[config.mk]
export PLATFORM = sky130hd
export DESIGN_NAME = parallel_boot_download
export DESIGN_NICKNAME = d
export VERILOG_FILES = /design/src/boot_pkg.sv /design/src/parallel_boot_download.sv
export VERILOG_INCLUDE_DIRS = /design/src
export SDC_FILE = /design/constraint.sdc
export NUM_CORES = 1
export LEC_CHECK = 0
export BUFFER_PORTS_ARGS = -buffer_cell sky130_fd_sc_hd__buf_4
export CAP_MARGIN = 25
export CORE_MARGIN = 1.5
export CORE_UTILIZATION = 45
export CTS_CLUSTER_DIAMETER = 120
export DETAILED_ROUTE_END_ITERATION = 6
export PLACE_DENSITY = 0.74
export SYNTH_ARGS = -nofsm -noshare
export SYNTH_HDL_FRONTEND = slang
export SYNTH_SLANG_ARGS = --single-unit
[constraint.sdc]
create_clock -name ref_clk -period 7.9 [get_ports ref_clk]
set_input_delay 0.79 -clock ref_clk [delete_from_list [all_inputs] [get_ports ref_clk]]
set_output_delay 0.79 -clock ref_clk [all_outputs]
set_load 0.005 [all_outputs]
[src/boot_params.svh]
`ifndef BOOT_PARAMS_SVH
`define BOOT_PARAMS_SVH

// Timing of the strobe sample after reset: base plus two per wait state
`define STRAP_BASE_CYCLES     36
`define STRAP_PER_WAIT        2
// Delay read location in global space
`define DELAY_READ_ADDR       16'h8000
// Load placement
`define LOAD_START_ADDR       16'h0200
`define EXT_START_ADDR        16'h0800
`define BRANCH_ADDR           16'h0FA00
// Internal RAM words filled before external memory: blocks zero, one, three
`define INT_RAM_WORDS         12'h600
// Status word fields
`define ST_LEN_HI_MSB         2
`define ST_DOWNLOAD_BIT       3
`define ST_WIDE_BIT           4
// Interrupt word fields
`define IW_MASK_MSB           5
`define IW_CFG_LSB            6
// Checksum verdict on port zero
`define VERDICT_PASS          16'h00FF
`define VERDICT_FAIL          16'h0000
// Program block configurations
`define CFG_BLK0              2'h0
`define CFG_BLK01             2'h1
`define CFG_BLK013            2'h2

`endif

[src/boot_pkg.sv]
package boot_pkg;

	// Download sequence states
	typedef enum logic [3:0] {
		ST_DELAY   = 4'h0,
		ST_SAMPLE  = 4'h1,
		ST_STATUS  = 4'h2,
		ST_INTR    = 4'h3,
		ST_LENGTH  = 4'h4,
		ST_PROG    = 4'h5,
		ST_CSUM    = 4'h6,
		ST_SYNC    = 4'h7,
		ST_RUN     = 4'h8,
		ST_OTHER   = 4'h9
	} boot_state_e;

	// Receive handshake phases
	typedef enum logic [1:0] {
		HS_WAIT_LOW  = 2'h0,
		HS_WAIT_HIGH = 2'h1,
		HS_IDLE      = 2'h2
	} hs_state_e;

endpackage

[src/parallel_boot_download.sv]
// Summary of operation
// RULE_01: Low strobe at sample selects parallel download
// RULE_02: Sample strobe 36 plus 2d cycles
// RULE_03: Delay read of 08000h, result ignored
// RULE_04: Load from 0200h, then branch 0FA00h
// RULE_05: Words come through port zero, 8/16
// RULE_06: Host sets data then drops strobe
// RULE_07: Falling strobe latches word, stores it
// RULE_08: Flag high after word is stored
// RULE_09: Flag low once strobe returns high
// RULE_10: Host may ignore flag with spacing
// RULE_11: 8-bit sequence uses low byte only
// RULE_12: 8-bit program words low then high
// RULE_13: 16-bit program and checksum single transfer
// RULE_14: Status bit3 download, bit4 wide format
// RULE_15: Interrupt word bits 5..0 to mask
// RULE_16: Interrupt bits 7..6 pick program blocks
// RULE_17: Blocks zero, one, three stay data
// RULE_18: Eleven-bit length from status and length
// RULE_19: Overflow words go to external 0800h
// RULE_20: Checksum verdict on flag and port
// RULE_21: Sync strobe edge branches, data dropped
// RULE_22: Checksum is low 16 bits of sum
// RULE_23: Port shows 0FFh pass, 00h fail
// RULE_24: Apply config, branch regardless of verdict
// RULE_25: Download bit clear loads nothing
//
// The implementer's own choices: the address map and the address-and-strobe port.
`include "boot_params.svh"
`timescale 1ns/1ps
`default_nettype none

module parallel_boot_download #(
	parameter int WAIT_STATES = 0,
	parameter int LEN_BITS    = 11
) (
	// Clock and reset
	input  wire logic        ref_clk,
	input  wire logic        rst_n,
	// Host handshake
	input  wire logic        host_strobe_n,
	output logic             ack_flag_out,
	// Parallel port zero
	input  wire logic [15:0] parallel_port_zero,
	output logic [15:0]      port_out_data,
	output logic             port_out_valid,
	// Delay read of global memory
	output logic             delay_rd,
	output logic [15:0]      delay_rd_addr,
	// Data memory write
	output logic             mem_wr,
	output logic [15:0]      mem_addr,
	output logic [15:0]      mem_wdata,
	// Final configuration and branch
	output logic [5:0]       interrupt_mask,
	output logic             ram_block_zero,
	output logic             ram_block_one,
	output logic             ram_block_two,
	output logic             ram_block_three,
	output logic             branch,
	output logic [15:0]      branch_addr,
	output logic             other_mode
);

	localparam int SAMPLE_CYCLES =
		`STRAP_BASE_CYCLES + `STRAP_PER_WAIT * WAIT_STATES;

	// Refuse settings the logic cannot serve
	if (WAIT_STATES < 0 || SAMPLE_CYCLES > 255) begin : g_bad_wait
		$error("WAIT_STATES out of range");
	end
	if (LEN_BITS != 11) begin : g_bad_len
		$error("LEN_BITS must be 11");
	end

	// Operating notes for users of this block
	// The strobe level is taken once, after the reset delay count.
	// A host that floats the strobe through reset may pick the wrong
	// mode, so it should drive a firm level from power-up.
	// The delay read is issued but its data is never used here; the
	// external memory path that would use it lives outside this block.
	// Each word is taken on the first cycle the strobe is seen low
	// while the handshake waits; edges while the flag is high are
	// ignored, so a host that skips the flag must leave enough time.
	// After a failed checksum the flag stays low, so a host that
	// polls the flag must time out and read the verdict instead.
	// Program words past the stated length are neither stored nor
	// summed; the sequence moves to the checksum at the length.
	// Internal blocks take the first words in ascending order; the
	// rest goes to external data memory from its base upward.
	// The final memory map and mask are applied while the sync
	// transfer is awaited, so they are in place before the branch.
	// With the download bit clear nothing is loaded and the branch
	// follows the status word directly.
	// The flag always drops once the strobe returns high, also for
	// the status-only boot, so the host never sees it stuck high.

	boot_pkg::boot_state_e state_q;
	boot_pkg::hs_state_e   hs_q;
	logic [7:0]            dly_q;
	// Strobe sampling and word capture
	logic                  strobe_q;
	logic                  fall;
	logic                  got_word;
	logic [15:0]           word;
	// Format, length and checksum state
	logic                  wide_q;
	logic                  half_q;
	logic [7:0]            low_byte_q;
	logic [2:0]            len_hi_q;
	logic [10:0]           len_q;
	logic [11:0]           cnt_q;
	logic [15:0]           sum_q;
	logic [7:0]            intr_q;
	logic                  pass_q;
	logic                  prog_done;
	logic [15:0]           prog_word;

	// Falling edge of the host strobe acts as the data latch
	always_ff @(posedge ref_clk or negedge rst_n) begin
		if (!rst_n) begin
			strobe_q <= 1'b1;
		end else begin
			strobe_q <= host_strobe_n;
		end
	end
	assign fall = strobe_q && !host_strobe_n; // RULE_07

	// A word is taken only when the handshake waits for one
	assign got_word = fall && hs_q == boot_pkg::HS_WAIT_LOW; // RULE_06
	assign word = parallel_port_zero; // RULE_05

	// Assembled program word for either format
	assign prog_word = wide_q ? word // RULE_13
		: {word[7:0], low_byte_q}; // RULE_12
	assign prog_done = (cnt_q[10:0] == len_q) || cnt_q[11];

	// Receive handshake: flag high after storing, low on strobe release
	always_ff @(posedge ref_clk or negedge rst_n) begin
		if (!rst_n) begin
			hs_q         <= boot_pkg::HS_IDLE;
			ack_flag_out <= 1'b0;
		end else begin
			unique case (hs_q)
				boot_pkg::HS_IDLE: begin
					if (state_q == boot_pkg::ST_STATUS && host_strobe_n) begin
						hs_q         <= boot_pkg::HS_WAIT_LOW;
						ack_flag_out <= 1'b0;
					end
				end
				boot_pkg::HS_WAIT_LOW: begin
					if (got_word) begin
						hs_q <= boot_pkg::HS_WAIT_HIGH;
						if (state_q == boot_pkg::ST_CSUM && (!wide_q && half_q
							|| wide_q))
							ack_flag_out <= (prog_word == sum_q); // RULE_20
						else if (state_q == boot_pkg::ST_SYNC)
							ack_flag_out <= ack_flag_out;
						else
							ack_flag_out <= 1'b1; // RULE_08
					end
				end
				boot_pkg::HS_WAIT_HIGH: begin
					// Release always drops the flag, even after the last word
					if (host_strobe_n) begin
						ack_flag_out <= 1'b0; // RULE_09
						if (state_q == boot_pkg::ST_RUN)
							hs_q <= boot_pkg::HS_IDLE;
						else
							hs_q <= boot_pkg::HS_WAIT_LOW;
					end
				end
				default: hs_q <= boot_pkg::HS_IDLE;
			endcase
		end
	end

	// Reset delay count, the strobe sample and the word sequence
	always_ff @(posedge ref_clk or negedge rst_n) begin
		if (!rst_n) begin
			state_q  <= boot_pkg::ST_DELAY;
			dly_q    <= 8'h00;
			wide_q   <= 1'b0;
			half_q   <= 1'b0;
			len_hi_q <= 3'h0;
			len_q    <= 11'h000;
			cnt_q    <= 12'h000;
			intr_q   <= 8'h00;
		end else begin
			unique case (state_q)
				boot_pkg::ST_DELAY: begin
					dly_q <= dly_q + 8'h01;
					if (dly_q == 8'(SAMPLE_CYCLES - 1)) // RULE_02
						state_q <= boot_pkg::ST_SAMPLE;
				end
				boot_pkg::ST_SAMPLE: begin
					if (!host_strobe_n) // RULE_01
						state_q <= boot_pkg::ST_STATUS;
					else
						state_q <= boot_pkg::ST_OTHER;
				end
				boot_pkg::ST_STATUS: begin
					if (got_word) begin
						wide_q   <= word[`ST_WIDE_BIT]; // RULE_14
						len_hi_q <= word[`ST_LEN_HI_MSB:0];
						if (word[`ST_DOWNLOAD_BIT])
							state_q <= boot_pkg::ST_INTR;
						else
							state_q <= boot_pkg::ST_RUN; // RULE_25
					end
				end
				boot_pkg::ST_INTR: begin
					if (got_word) begin
						intr_q  <= word[7:0]; // RULE_11
						state_q <= boot_pkg::ST_LENGTH;
					end
				end
				boot_pkg::ST_LENGTH: begin
					if (got_word) begin
						len_q   <= {len_hi_q, word[7:0]}; // RULE_18
						cnt_q   <= 12'h000;
						half_q  <= 1'b0;
						state_q <= ({len_hi_q, word[7:0]} == 11'h000)
							? boot_pkg::ST_CSUM : boot_pkg::ST_PROG;
					end
				end
				boot_pkg::ST_PROG: begin
					if (got_word) begin
						if (wide_q || half_q) begin
							half_q <= 1'b0;
							cnt_q  <= cnt_q + 12'h001;
							if (cnt_q[10:0] + 11'h001 == len_q)
								state_q <= boot_pkg::ST_CSUM; // RULE_04
						end else begin
							half_q <= 1'b1;
						end
					end
				end
				boot_pkg::ST_CSUM: begin
					if (got_word) begin
						if (wide_q || half_q) begin
							half_q  <= 1'b0;
							state_q <= boot_pkg::ST_SYNC;
						end else begin
							half_q <= 1'b1;
						end
					end
				end
				boot_pkg::ST_SYNC: begin
					if (got_word) // RULE_21
						state_q <= boot_pkg::ST_RUN;
				end
				boot_pkg::ST_RUN: state_q <= boot_pkg::ST_RUN;
				boot_pkg::ST_OTHER: state_q <= boot_pkg::ST_OTHER;
				default: state_q <= boot_pkg::ST_OTHER;
			endcase
		end
	end

	// Low byte holder for 8-bit program and checksum words
	always_ff @(posedge ref_clk or negedge rst_n) begin
		if (!rst_n) begin
			low_byte_q <= 8'h00;
		end else if (got_word && !wide_q && !half_q) begin
			low_byte_q <= word[7:0];
		end
	end

	// Running checksum over program words only
	always_ff @(posedge ref_clk or negedge rst_n) begin
		if (!rst_n) begin
			sum_q <= 16'h0000;
		end else if (got_word && state_q == boot_pkg::ST_PROG
			&& (wide_q || half_q) && !prog_done) begin
			sum_q <= sum_q + prog_word; // RULE_22
		end
	end

	// Store program words: internal blocks first, then external memory
	always_ff @(posedge ref_clk or negedge rst_n) begin
		if (!rst_n) begin
			mem_wr    <= 1'b0;
			mem_addr  <= 16'h0000;
			mem_wdata <= 16'h0000;
		end else begin
			mem_wr <= 1'b0;
			if (got_word && state_q == boot_pkg::ST_PROG
				&& (wide_q || half_q)) begin
				mem_wr    <= 1'b1;
				mem_wdata <= prog_word;
				if (cnt_q < `INT_RAM_WORDS) // RULE_17
					mem_addr <= `LOAD_START_ADDR + {4'h0, cnt_q};
				else // RULE_19
					mem_addr <= `EXT_START_ADDR
						+ {4'h0, cnt_q - `INT_RAM_WORDS};
			end
		end
	end

	// Checksum verdict presented on port zero
	always_ff @(posedge ref_clk or negedge rst_n) begin
		if (!rst_n) begin
			pass_q         <= 1'b0;
			port_out_data  <= 16'h0000;
			port_out_valid <= 1'b0;
		end else if (got_word && state_q == boot_pkg::ST_CSUM
			&& (wide_q || half_q)) begin
			pass_q         <= (prog_word == sum_q);
			port_out_valid <= 1'b1;
			port_out_data  <= (prog_word == sum_q) // RULE_23
				? `VERDICT_PASS : `VERDICT_FAIL;
		end
	end

	// Delay read of global memory before the strobe sample
	always_ff @(posedge ref_clk or negedge rst_n) begin
		if (!rst_n) begin
			delay_rd      <= 1'b0;
			delay_rd_addr <= 16'h0000;
		end else begin
			delay_rd      <= (state_q == boot_pkg::ST_DELAY)
				&& (dly_q == 8'h00); // RULE_03
			delay_rd_addr <= `DELAY_READ_ADDR;
		end
	end

	// Memory and interrupt configuration applied after the checksum
	always_ff @(posedge ref_clk or negedge rst_n) begin
		if (!rst_n) begin
			interrupt_mask  <= 6'h00;
			ram_block_zero  <= 1'b0;
			ram_block_one   <= 1'b0;
			ram_block_two   <= 1'b0;
			ram_block_three <= 1'b0;
		end else if (state_q == boot_pkg::ST_SYNC && !got_word) begin
			interrupt_mask  <= intr_q[`IW_MASK_MSB:0]; // RULE_15
			ram_block_zero  <= 1'b1; // RULE_24
			ram_block_one   <= intr_q[7:`IW_CFG_LSB] == `CFG_BLK01
				|| intr_q[7:`IW_CFG_LSB] == `CFG_BLK013; // RULE_16
			ram_block_two   <= 1'b0;
			ram_block_three <= intr_q[7:`IW_CFG_LSB] == `CFG_BLK013;
		end
	end

	// Branch to the loaded program, or hand over to the other modes
	always_ff @(posedge ref_clk or negedge rst_n) begin
		if (!rst_n) begin
			branch      <= 1'b0;
			branch_addr <= 16'h0000;
			other_mode  <= 1'b0;
		end else begin
			branch     <= 1'b0;
			other_mode <= state_q == boot_pkg::ST_OTHER;
			if ((state_q == boot_pkg::ST_SYNC || state_q
				== boot_pkg::ST_STATUS) && got_word
				&& (state_q == boot_pkg::ST_SYNC
				|| !word[`ST_DOWNLOAD_BIT])) begin
				branch      <= 1'b1;
				branch_addr <= `BRANCH_ADDR; // RULE_04
			end
		end
	end

endmodule // parallel_boot_download

`default_nettype wire

# ---- Word-level counts from Yosys, hierarchy flattened
# Index checks and enable logic that the tools add are counted.
dict set report classes {
  n_eq_ne 32
  reduce_logical 44
  addsub 7
  n_mux 38
  n_lt_le_gt_ge 1
}
# operator count
set op_table {}
lappend op_table {{$mux W4} 12}
lappend op_table {{$mux W12} 3}
lappend op_table {{$pmux W4 S9} 1}
lappend op_table {{$ne A2 B2 Y1 const B} 12}
lappend op_table {{$pmux W12 S2} 1}
lappend op_table {{$eq A11 B11 Y1} 2}
lappend op_table {{$add A16 B16 Y16} 1}
lappend op_table {{$eq A16 B16 Y1} 1}
lappend op_table {{$eq A4 B3 Y1 const B} 4}
lappend op_table {{$logic_and A1 B1 Y1} 16}
lappend op_table {{$mux W16} 1}
lappend op_table {{$add A10 B12 Y13 const A} 1}
lappend op_table {{$add A12 B12 Y13 const A} 1}
lappend op_table {{$mux W13} 1}
lappend op_table {{$add A12 B1 Y12 const B} 1}
lappend op_table {{$lt A12 B11 Y1 const B} 1}
lappend op_table {{$sub A12 B11 Y12 const B} 1}
lappend op_table {{$add A11 B1 Y11 const B} 1}
lappend op_table {{$logic_not A11 Y1} 1}
lappend op_table {{$mux W1} 10}
lappend op_table {{$mux W2} 5}
lappend op_table {{$reduce_and A10 Y1} 1}
lappend op_table {{$add A8 B1 Y8 const B} 1}
lappend op_table {{$eq A4 B2 Y1 const B} 2}
lappend op_table {{23 further kinds} 41}
dict set report totals {
  word_cells 149
  inputBits 19
  regBits 140
  out_inout_bits 96
}

# ---- Logic depth before layout (Yosys ltp)
# Gate-level depths: netlist (run 1).
dict set report depth {
  word_depth 7
  mapped_depth 11
  mapped_depth_nobuf 10
}

# ---- Least setup slack after synthesis (run 1)
# No wires, ideal clock.
dict set report synth_path {
  kind {register to register}
  startpoint {register wide_q}
  endpoint {register sum_q[12]}
  n_path_buf 2
  synth_period_minus_slack_ps 3178
  required_ps 7831
  path_slack_ps 4722
  setup_ps 69
  path_stages_with_launch 11
  t_arrival_ps 3109
  path_cell_list {dfrtp_1 -> clkbuf_1 -> clkbuf_1 -> mux2_2 -> ha_1 -> a21o_1 -> or3_1 -> o211ai_1 -> a21oi_1 -> or4b_1 -> nand3_1}
}
dict set report synth_between {
  elab_cells_between_ends 5
  classes_between {add/sub: 1; mux: 1; reduce/logical: 3}
}
# element line
set synth_rtl {}
lappend synth_rtl {{from (decl)} parallel_boot_download.sv:107} ;# logic wide_q;
lappend synth_rtl {{from (signal assigned)} parallel_boot_download.sv:204} ;# wide_q <= word[`ST_WIDE_BIT];
lappend synth_rtl {{$mux W16} parallel_boot_download.sv:134} ;# assign prog_word = wide_q ? word
lappend synth_rtl {{net prog_word[7]} parallel_boot_download.sv:117} ;# logic [15:0] prog_word;
lappend synth_rtl {{$add A16 B16 Y16} parallel_boot_download.sv:275} ;# sum_q <= sum_q + prog_word;
lappend synth_rtl {{to (signal assigned)} parallel_boot_download.sv:275}
lappend synth_rtl {{to (decl)} parallel_boot_download.sv:113} ;# logic [15:0] sum_q;
# The timed path passes the listed nets, and every way through them passes these cells.
# A chain may end at the register's enable or synchronous reset.

# ---- Worst setup path after layout (run 1)
dict set report layout_path {
  startpoint {register wide_q}
  endpoint {register sum_q[13]}
}
# The elaborated chain is that of the path after synthesis.

==> results.sh, run 1 <==
export IMPL_wl_per_cell_um=15.1
export IMPL_antenna_left=0
export IMPL_htree_levels=4
export IMPL_cts_made_buffers=17
export IMPL_hold_ws_ns=0.167
export IMPL_required_ns=8.25
export IMPL_cts_root_buf="clkbuf_16"
export IMPL_grt_pass1_vias=4893
export IMPL_antenna_found_initial=0
export IMPL_ys_seq_area_share_pct=45.5
export IMPL_drc=0
export IMPL_drive_above_1_share_pct=21.4
export IMPL_rows=44
export IMPL_fin_skew_ns=0.00995
export IMPL_wl_um=14700
export IMPL_ys_seq_elements=122
export IMPL_clk_latency_ns=0.42
export IMPL_ys_warn_count=0
export IMPL_ir_drop_mv=0.150
export IMPL_fin_area_mm2=0.00789
export IMPL_cts_setup_buffers=0
export IMPL_diodes=0
export IMPL_globalplace_congestion=0.874
export IMPL_grt_overflow=0
export IMPL_tightest_slew_ns=0.875
export IMPL_avgSynthCellArea_um2=9.43
export IMPL_max_freq_ghz=0.296
export IMPL_synth_area_mm2=0.00671
export IMPL_slowest_stage="dfrtp_1"
export IMPL_fin_crit_sh_pct=42.8
export IMPL_yosysTopAreaCell="dfrtp_1"
export IMPL_routed_via_density=5.22
export IMPL_clock_path_buffers=2
export IMPL_cp_start_kind="flip-flop"
export IMPL_cts_tree="yes"
export IMPL_portBuffers=77
export IMPL_yosys_top_cells_area="dfrtp_1 45%, nand2_1 8.2%, mux2_2 7.4%, buf_4 5.5%, ha_1 3.9%"
export IMPL_n_fill_cell=1313
export IMPL_p_leak_uw=0.00392
export IMPL_grt_max_degree=78
export IMPL_hold_buffers=0
export IMPL_arrival_ns=3.73
export IMPL_ctsResizeCount=0
export IMPL_dp_hpwl_um=10300
export IMPL_synth_flop_cell="dfrtp_1"
export IMPL_path_class="reg -> reg"
export IMPL_cts_sinks=122
export IMPL_start_util_pct=46.2
export IMPL_track_usage_pct=19.6
export IMPL_drt_iter0_markers=374
export IMPL_endpoint_kind="flip-flop"
export IMPL_hold_violations=0
export IMPL_maxSlewViolCount=0
export IMPL_vias=5083
export IMPL_die_h_um=125
export IMPL_worstPathMaxFanout=20
export IMPL_placed_area_mm2=0.00724
export IMPL_async_reset_ff_share_pct=100
export IMPL_slowest_delay_ns=0.91
export IMPL_die_area_mm2=0.0157
export IMPL_rrSetupSlack_ns=4.52
export IMPL_status="completed"
export IMPL_nets=817
export IMPL_io_pins=115
export IMPL_synth_top_area_share_pct=44.7
export IMPL_clk_pin_slew_worst_paths_ns=0.06
export IMPL_p_per_area_mw_per_mm2=220
export IMPL_relSlewSlack_pct=41.3
export IMPL_fp_dieW_um=125
export IMPL_setup_violations=0
export IMPL_core_mm2=0.0145
export IMPL_post_route_min_period_ns=3.38
export IMPL_grt_pass1_wl_um=24500
export IMPL_firstDrtPassIters=4
export IMPL_netlist_instances=712
export IMPL_hold_class="in -> async"
export IMPL_fin_util_pct=54.3
export IMPL_area_growth_pct=17.5
export IMPL_drv_cap=0
export IMPL_rsz0062_at_grt="false"
export IMPL_synth_edf_count=0
export IMPL_ys_types=56
export IMPL_tns_ns=0
export IMPL_path_cells="mux2i_1 -> inv_1 -> ha_1 -> a211oi_1 -> o211ai_1 -> nand2_1 -> o21ai_0 -> a2111oi_0 -> a221o_1"
metal layers:
| metal | up-vias | wire length [um] | GRT usage, % |
|---|---|---|---|
| met5 | - | 0 | 0 |
| met4 | 0 | 229 | 6.02 |
| met3 | 21 | 727 | 5.61 |
| met2 | 122 | 7340 | 32.8 |
| met1 | 2444 | 6380 | 24.6 |
| li1 | 2496 | - | - |
cells in the mapped netlist, types with 21 or more instances:
library cell  instances
mux2_2               44
inv_1                21
dfrtp_1             120
nor2_1               40
clkbuf_1             22
xor2_1               25
ha_1                 21
o21ai_0              35
buf_4                49
nand2_1             147
cells in the final DEF (no fill, tap or decap), types with 3 or more instances in the layout:
cell and instances:
a211oi_1 6, or3_1 3, ha_1 21, o31ai_1 6
clkinv_2 4, bufinv_16 4, mux2i_1 4, a31oi_1 3
conb_1 38, o21a_1 3, nor2_1 40, nand4_1 9
buf_4 82, clkinv_4 5, o21ai_0 35, xor2_1 25
mux2_2 44, nand2b_1 9, a21oi_1 17, o21bai_1 3
nor2b_1 5, nand2_1 147, or4_1 4, o22ai_1 3
nor3_1 16, a21o_1 7, nor4_1 11, inv_1 21
xnor2_1 16, clkbuf_16 17, dfrtp_1 120, o211ai_1 6
or2_2 3, nand3_1 17
stage by stage:
step | worst slack [ns] | std cells | total power, uW
floorplan | 4.72 | 748 | 873
global placement | 4.29 | 939 | 925
detailed placement | 4.24 | 940 | 931
CTS | 4.55 | 972 | 1750
global route | 4.16 | 973 | 1820
finish | 4.52 | 973 | 1740
logic make-up (layout without fill, tap and decap cells):
kind of cell	count (synthesis)	count (layout)	synth area share, %
adder cells (fa/ha/maj)	22	22	4.21
AND/OR/NAND/NOR	276	276	18.6
multiplexers	48	48	7.98
buffers and inverters	97	138	8.29
other	2	38	0.112
flip-flops	122	122	45.5
XOR/XNOR	41	41	5.35
AO/OA/AOI/OAI	104	104	9.93
final timing paths:
| check | start | endpoint | cells after the start |
|---|---|---|---|
| max in group asynchronous | rst_n | mem_wdata[7] | 3 |
| hold reg to reg | dly_q[7] | dly_q[7] | 1 |
| min in group ref_clk | dly_q[7] | dly_q[7] | 1 |
| setup reg to reg | wide_q | sum_q[13] | 9 |
| setup / recovery | wide_q | sum_q[13] | 9 |
| hold / removal | rst_n | dly_q[3] | 1 |
final cells by class:
class	instances	area (um^2)	area share (%)
clock buffers	17	425	5.39
flip-flops and latches	122	3060	38.7
repair buffers	84	654	8.29
multi-input cells	529	3240	41.1
well taps	184	230	2.92
clock inverters	15	200	2.54
inverters	22	82.6	1.05
state kept, by name, summed over array words and instances (netlist names), 2 cells and up:
register and flops:
low_byte_q 8, intr_q 8, mem_addr 13, cnt_q 12, sum_q 16, interrupt_mask 6, hs_q 2, len_q 11
mem_wdata 16, dly_q 8, state_q 4, len_hi_q 3
critical path: cells and delay by family, from the launching register on:
family | cells | cell delay [ns]
mux | 1 | 0.43
fa+ha+maj | 1 | 0.33
simple gates | 1 | 0.17
compound gates | 5 | 1.37
buf+inv | 1 | 0.09
flops | 1 | 0.91
where the power goes:
group | switching [uW] | leakage, uW | internal, uW
Clock | 285 | 0.000307 | 528
Sequential | 35.0 | 0.00163 | 662
Combinational | 123 | 0.00198 | 103
Total | 443 | 0.00392 | 1290
Note: power is estimated with default switching activity, not from simulation.
==> run 2, diff against run 1 <==
--- a/config.mk
+++ b/config.mk
@@ -12,7 +12,7 @@
 export CORE_UTILIZATION = 45
 export CTS_CLUSTER_DIAMETER = 120
 export DETAILED_ROUTE_END_ITERATION = 6
-export PLACE_DENSITY = 0.74
+export PLACE_DENSITY = 0.77
 export SYNTH_ARGS = -nofsm -noshare
 export SYNTH_HDL_FRONTEND = slang
 export SYNTH_SLANG_ARGS = --single-unit
==> constraint.sdc (replaced) <==
create_clock -name ref_clk -period 3.06 [get_ports ref_clk]
set_input_delay 0.306 -clock ref_clk [delete_from_list [all_inputs] [get_ports ref_clk]]
set_output_delay 0.306 -clock ref_clk [all_outputs]
set_load 0.005 [all_outputs]
==> run 2 against run 1 <==
Net effect: clock skew shrank 0.00090 ns; final cell count grew 1.6%; critical path depth shrank 2; sequential share of layout area shrank 0.60 points; combinational power grew to 3.0 times the previous value; via count grew 2.7%; clock power grew to 2.6 times the previous value; first-iteration DRC count shrank 15%; die area is the same; power grew to 2.6 times the previous value; utilization grew 0.88 points; clock-buffer cell count grew 4.
==> results.sh, run 2 (synthesis results as in run 1) <==
export IMPL_dp_cells=956
export IMPL_p_leak_uw=0.00399
export IMPL_p_per_area_mw_per_mm2=569
export IMPL_post_route_min_period_ns=2.92
export IMPL_diodes=0
export IMPL_endpoint_kind="flip-flop"
export IMPL_routed_via_density=5.28
export IMPL_fp_dieW_um=125
export IMPL_clock_path_buffers=2
export IMPL_nets=833
export IMPL_cp_start_kind="flip-flop"
export IMPL_cts_setup_buffers=0
export IMPL_final_cell_mix="147 x nand2_1, 119 x dfrtp_1, 97 x buf_4"
export IMPL_drv_cap=0
export IMPL_grt_pass1_wl_um=25300
export IMPL_core_mm2=0.0145
export IMPL_area_growth_pct=19.4
export IMPL_antenna_left=0
export IMPL_clk_pin_slew_worst_paths_ns=0.06
export IMPL_globalplace_congestion=0.890
export IMPL_cts_tree="yes"
export IMPL_max_freq_ghz=0.343
export IMPL_largestRegisters="mem_wdata x16, sum_q x16, mem_addr x13"
export IMPL_grt_pass1_vias=5020
export IMPL_grt_max_degree=55
export IMPL_vias=5222
export IMPL_setup_violations=0
export IMPL_maxSlewViolCount=0
export IMPL_cts_made_buffers=17
export IMPL_antenna_found_initial=0
export IMPL_start_util_pct=46.2
export IMPL_setup_slack_ns=0.143
export IMPL_status="completed"
export IMPL_die_area_mm2=0.0157
export IMPL_cts_root_buf="clkbuf_16"
export IMPL_ir_drop_mv=0.327
export IMPL_worstPathMaxFanout=10
export IMPL_track_usage_pct=20.3
export IMPL_portBuffers=77
export IMPL_path_class="reg -> reg"
export IMPL_htree_levels=4
export IMPL_wl_per_cell_um=15.5
export IMPL_arrival_ns=3.27
export IMPL_die_h_um=125
export IMPL_dp_hpwl_um=11000
export IMPL_grt_overflow=0
export IMPL_rows=44
export IMPL_clk_latency_ns=0.42
export IMPL_hold_class="in -> reg"
export IMPL_fin_skew_ns=0.00905
export IMPL_layout_commonest_cell="nand2_1"
export IMPL_wl_um=15400
export IMPL_fin_crit_sh_pct=95.3
export IMPL_tns_ns=0
export IMPL_io_pins=115
export IMPL_required_ns=3.41
export IMPL_drc=0
export IMPL_tightest_slew_ns=0.837
export IMPL_drive_above_1_share_pct=22.7
export IMPL_place_ws_ns=0.0491
export IMPL_final_cells=989
export IMPL_firstDrtPassIters=4
export IMPL_hold_violations=0
export IMPL_cts_sinks=122
export IMPL_relSlewSlack_pct=44.0
export IMPL_rsz0062_at_grt="false"
export IMPL_drt_iter0_markers=317
run 2: cell count changes in the layout (fill, tap and decap cells not counted), sizes merged:
cell	previous run	this run
buf	84	99
clkinv	10	5
clkinvlp	1	2
dlygate4sd3	0	1
clkbuf	17	21
run 2: critical path, stage by stage (launching register included):
cell,delay (ns)
dfstp_2,0.53
or4b_4,0.50
or4_1,0.60
a311o_1,0.52
buf_4,0.25
nor4b_1,0.27
o2bb2ai_1,0.10
nand3_1,0.07
run 2: worst paths after layout:
kind / from / to / slack, ns / cells past startpoint
worst max-delay path: strobe_q / sum_q[15] / 0.14 / 7
worst min-delay path: host_strobe_n / strobe_q / 0.04 / 1
worst max register to register: strobe_q / sum_q[15] / 0.14 / 7
worst min register to register: port_out_valid / port_out_valid / 0.47 / 1
max in group asynchronous: rst_n / wide_q / 1.88 / 3
min in group asynchronous: rst_n / dly_q[6] / 0.46 / 2
run 2: stage by stage:
| stage | utilization (%) | area (um^2) | power [uW] | hold WS, ns |
|---|---|---|---|---|
| 2_1_floorplan | - | 6850 | 2250 | 0.0104 |
| 3_3_place_gp | 50.8 | 7380 | 2440 | 0.373 |
| 3_5_place_dp | 50.8 | 7380 | 2450 | 0.380 |
| 4_1_cts | 55.2 | 8020 | 4590 | 0.0202 |
| 5_1_grt | 55.2 | 8020 | 4760 | 0.0187 |
| 6_report | 55.2 | 8020 | 4560 | 0.0393 |
run 2: report_power, final:
part	total (uW)	internal (uW)	switching (uW)	leakage (uW)
clock network	2120	1400	716	0.000303
registers	1770	1710	59.9	0.00163
logic	670	297	374	0.00206
run 2: repair_timing:
item                                   in CTS  in global routing
setup endpoints to repair                   0                  3
endpoints found under the hold margin      46                  0
gates resized for setup                     0                  2
hold buffers                                1                  0
run 2: routing by layer:
metal	vias up	GRT usage, %	routed length (um)
met1	2521	26.1	6790
met3	33	4.45	631
met2	140	33.2	7460
li1	2528	-	-
met5	-	0	0
met4	0	8.82	479
run 2: cell type report:
| class | instances | area [um^2] |
|---|---|---|
| Inverter | 22 | 82.6 |
| Multi-Input combinational cell | 529 | 3240 |
| Clock inverter | 11 | 168 |
| Clock buffer | 21 | 460 |
| Timing Repair Buffer | 100 | 778 |
| Tap cell | 184 | 230 |
| Sequential cell | 122 | 3060 |
| Fill cell | 1293 | 6520 |
==> run 3, diff against run 2 <==
--- a/config.mk
+++ b/config.mk
@@ -13,6 +13,7 @@
 export CTS_CLUSTER_DIAMETER = 120
 export DETAILED_ROUTE_END_ITERATION = 6
 export PLACE_DENSITY = 0.77
+export RECOVER_POWER = 100
 export SYNTH_ARGS = -nofsm -noshare
 export SYNTH_HDL_FRONTEND = slang
 export SYNTH_SLANG_ARGS = --single-unit
==> run 3 against run 2 <==
Net effect: clock-buffer cell count stayed put; final area is 0.81% lower; first-iteration DRC count is 2.5% higher; critical endpoint is now sum_q[9].
==> results.sh, run 3 (synthesis results as in run 1) <==
export IMPL_status="completed"
export IMPL_placed_area_mm2=0.00738
export IMPL_path_cells="or4b_4 -> or4_1 -> a311o_1 -> clkbuf_1 -> a221o_1"
export IMPL_final_cell_mix="147 x nand2_1, 119 x dfrtp_1, 58 x clkbuf_4"
export IMPL_hp_start="host_strobe_n"
export IMPL_cts_setup_buffers=0
export IMPL_nets=833
export IMPL_largestRegisters="mem_wdata x16, sum_q x16, mem_addr x13"
export IMPL_path_class="reg -> reg"
export IMPL_cts_root_buf="clkbuf_16"
export IMPL_tns_ns=0
export IMPL_dp_hpwl_um=11000
export IMPL_core_mm2=0.0145
export IMPL_drv_cap=0
export IMPL_grt_max_degree=55
export IMPL_p_leak_uw=0.00391
export IMPL_htree_levels=4
export IMPL_tightest_slew_ns=1.26
export IMPL_max_freq_ghz=0.340
export IMPL_p_total_uw=4550
export IMPL_cp_top_family="simple AND/OR/NAND/NOR gates"
export IMPL_clk_latency_ns=0.42
export IMPL_endpoint_kind="flip-flop"
export IMPL_relSlewSlack_pct=15.8
export IMPL_cp_start_kind="flip-flop"
export IMPL_fp_dieW_um=125
export IMPL_fin_util_pct=54.7
export IMPL_rows=44
export IMPL_drt_iter0_markers=325
export IMPL_hold_class="in -> reg"
export IMPL_drive_above_1_share_pct=21.0
export IMPL_worstPathMaxFanout=10
export IMPL_ir_drop_mv=0.328
export IMPL_worstHoldEndpoint="strobe_q"
export IMPL_p_sw_share_pct=25.2
export IMPL_required_ns=3.36
export IMPL_grt_pass1_vias=5020
export IMPL_globalplace_congestion=0.890
export IMPL_rsz0062_at_grt="false"
export IMPL_slowest_delay_ns=0.60
export IMPL_cts_made_buffers=17
export IMPL_path_buf_inv=1
export IMPL_p_comb_share_pct=14.5
export IMPL_fin_area_mm2=0.00795
export IMPL_cts_tree="yes"
export IMPL_intPower_uw=3400
export IMPL_start_util_pct=46.2
export IMPL_clkPwrFrac_pct=46.6
export IMPL_antenna_found_initial=0
export IMPL_slowest_stage="or4_1"
export IMPL_antenna_left=0
export IMPL_grt_pass1_wl_um=25300
export IMPL_diodes=0
export IMPL_arrival_ns=3.24
export IMPL_cts_sinks=122
export IMPL_die_h_um=125
export IMPL_firstDrtPassIters=5
export IMPL_place_ws_ns=0.0491
export IMPL_setup_violations=0
export IMPL_routed_via_density=5.25
export IMPL_track_usage_pct=20.3
export IMPL_maxSlewViolCount=0
export IMPL_portBuffers=77
export IMPL_p_switching_uw=1150
export IMPL_wl_per_cell_um=15.5
export IMPL_layout_commonest_cell="nand2_1"
export IMPL_fin_crit_sh_pct=96.1
export IMPL_grt_overflow=0
export IMPL_die_area_mm2=0.0157
export IMPL_drc=0
export IMPL_post_route_min_period_ns=2.94
export IMPL_setup_slack_ns=0.120
export IMPL_wl_um=15300
export IMPL_rr_endpoint="sum_q[9]"
export IMPL_fin_skew_ns=0.00973
export IMPL_n_fill_cell=1304
export IMPL_area_growth_pct=18.4
export IMPL_pwr_share_seq_pct=38.9
export IMPL_io_pins=115
export IMPL_hold_violations=0
export IMPL_rrSetupSlack_ns=0.12
export IMPL_reg2reg_depth=5
export IMPL_clock_path_buffers=2
export IMPL_regToRegStartpoint="strobe_q"
export IMPL_clk_pin_slew_worst_paths_ns=0.06
export IMPL_vias=5188
export IMPL_p_per_area_mw_per_mm2=572
export IMPL_hold_depth=1
[run 3: cell count changes in the layout (fill, tap and decap cells not counted), sizes merged]
cell	delta
buf	-71
clkbuf	+71
[run 3: worst reg2reg max path, cell delays in order, from the launching register on]
cell and delay (ns):
dfstp_2 0.54, or4b_4 0.50, or4_1 0.60, a311o_1 0.53
clkbuf_1 0.28, a221o_1 0.39
[run 3: power by group through the flow]
stage	registers [uW]	logic [uW]	clock network [uW]
after floorplan	1780	471	0
after global placement	1800	642	0
after detailed placement	1800	655	0
after CTS	1770	662	2160
after global routing	1780	733	2240
final	1770	659	2120
[run 3: layer usage]
layer	global-route usage (%)	vias up	routed length, um
met5	0	-	0
met4	8.82	0	483
met3	4.45	33	667
met2	33.2	153	7410
met1	26.1	2474	6730
li1	-	2528	-
[run 3: metrics by stage]
step                instances  hold slack, ns
global placement          956           0.373
finish                    989          0.0679
floorplan                 748          0.0104
detailed placement        956           0.380
CTS                       989          0.0202
global route              989          0.0573
[run 3: area by class of cell]
class                           instances  area [um^2]  area share [%]
Multi-Input combinational cell        529         3240            40.7
Timing Repair Buffer                  100          719            9.05
Inverter                               22         82.6            1.04
Tap cell                              184          230            2.89
Sequential cell                       122         3060            38.4
Clock buffer                           21          460            5.79
Clock inverter                         11          168            2.11
[run 3: timing repair]
action / CTS / global route
hold endpoints to repair: 46 / 0
hold buffers: 1 / 0
endpoints found under the setup margin: 0 / 3
resized for setup: 0 / 2
[run 3: worst max path at each step]
stage / startpoint / to / slack [ns] / depth (start not counted)
after floorplan: wide_q / sum_q[12] / 0.14 / 10
after global placement: wide_q / sum_q[12] / 0.14 / 10
after detailed placement: wide_q / sum_q[13] / 0.05 / 9
after CTS: wide_q / sum_q[13] / 0.05 / 9
after global routing: strobe_q / mem_wdata[6] / 0.02 / 7
final: strobe_q / sum_q[9] / 0.12 / 5
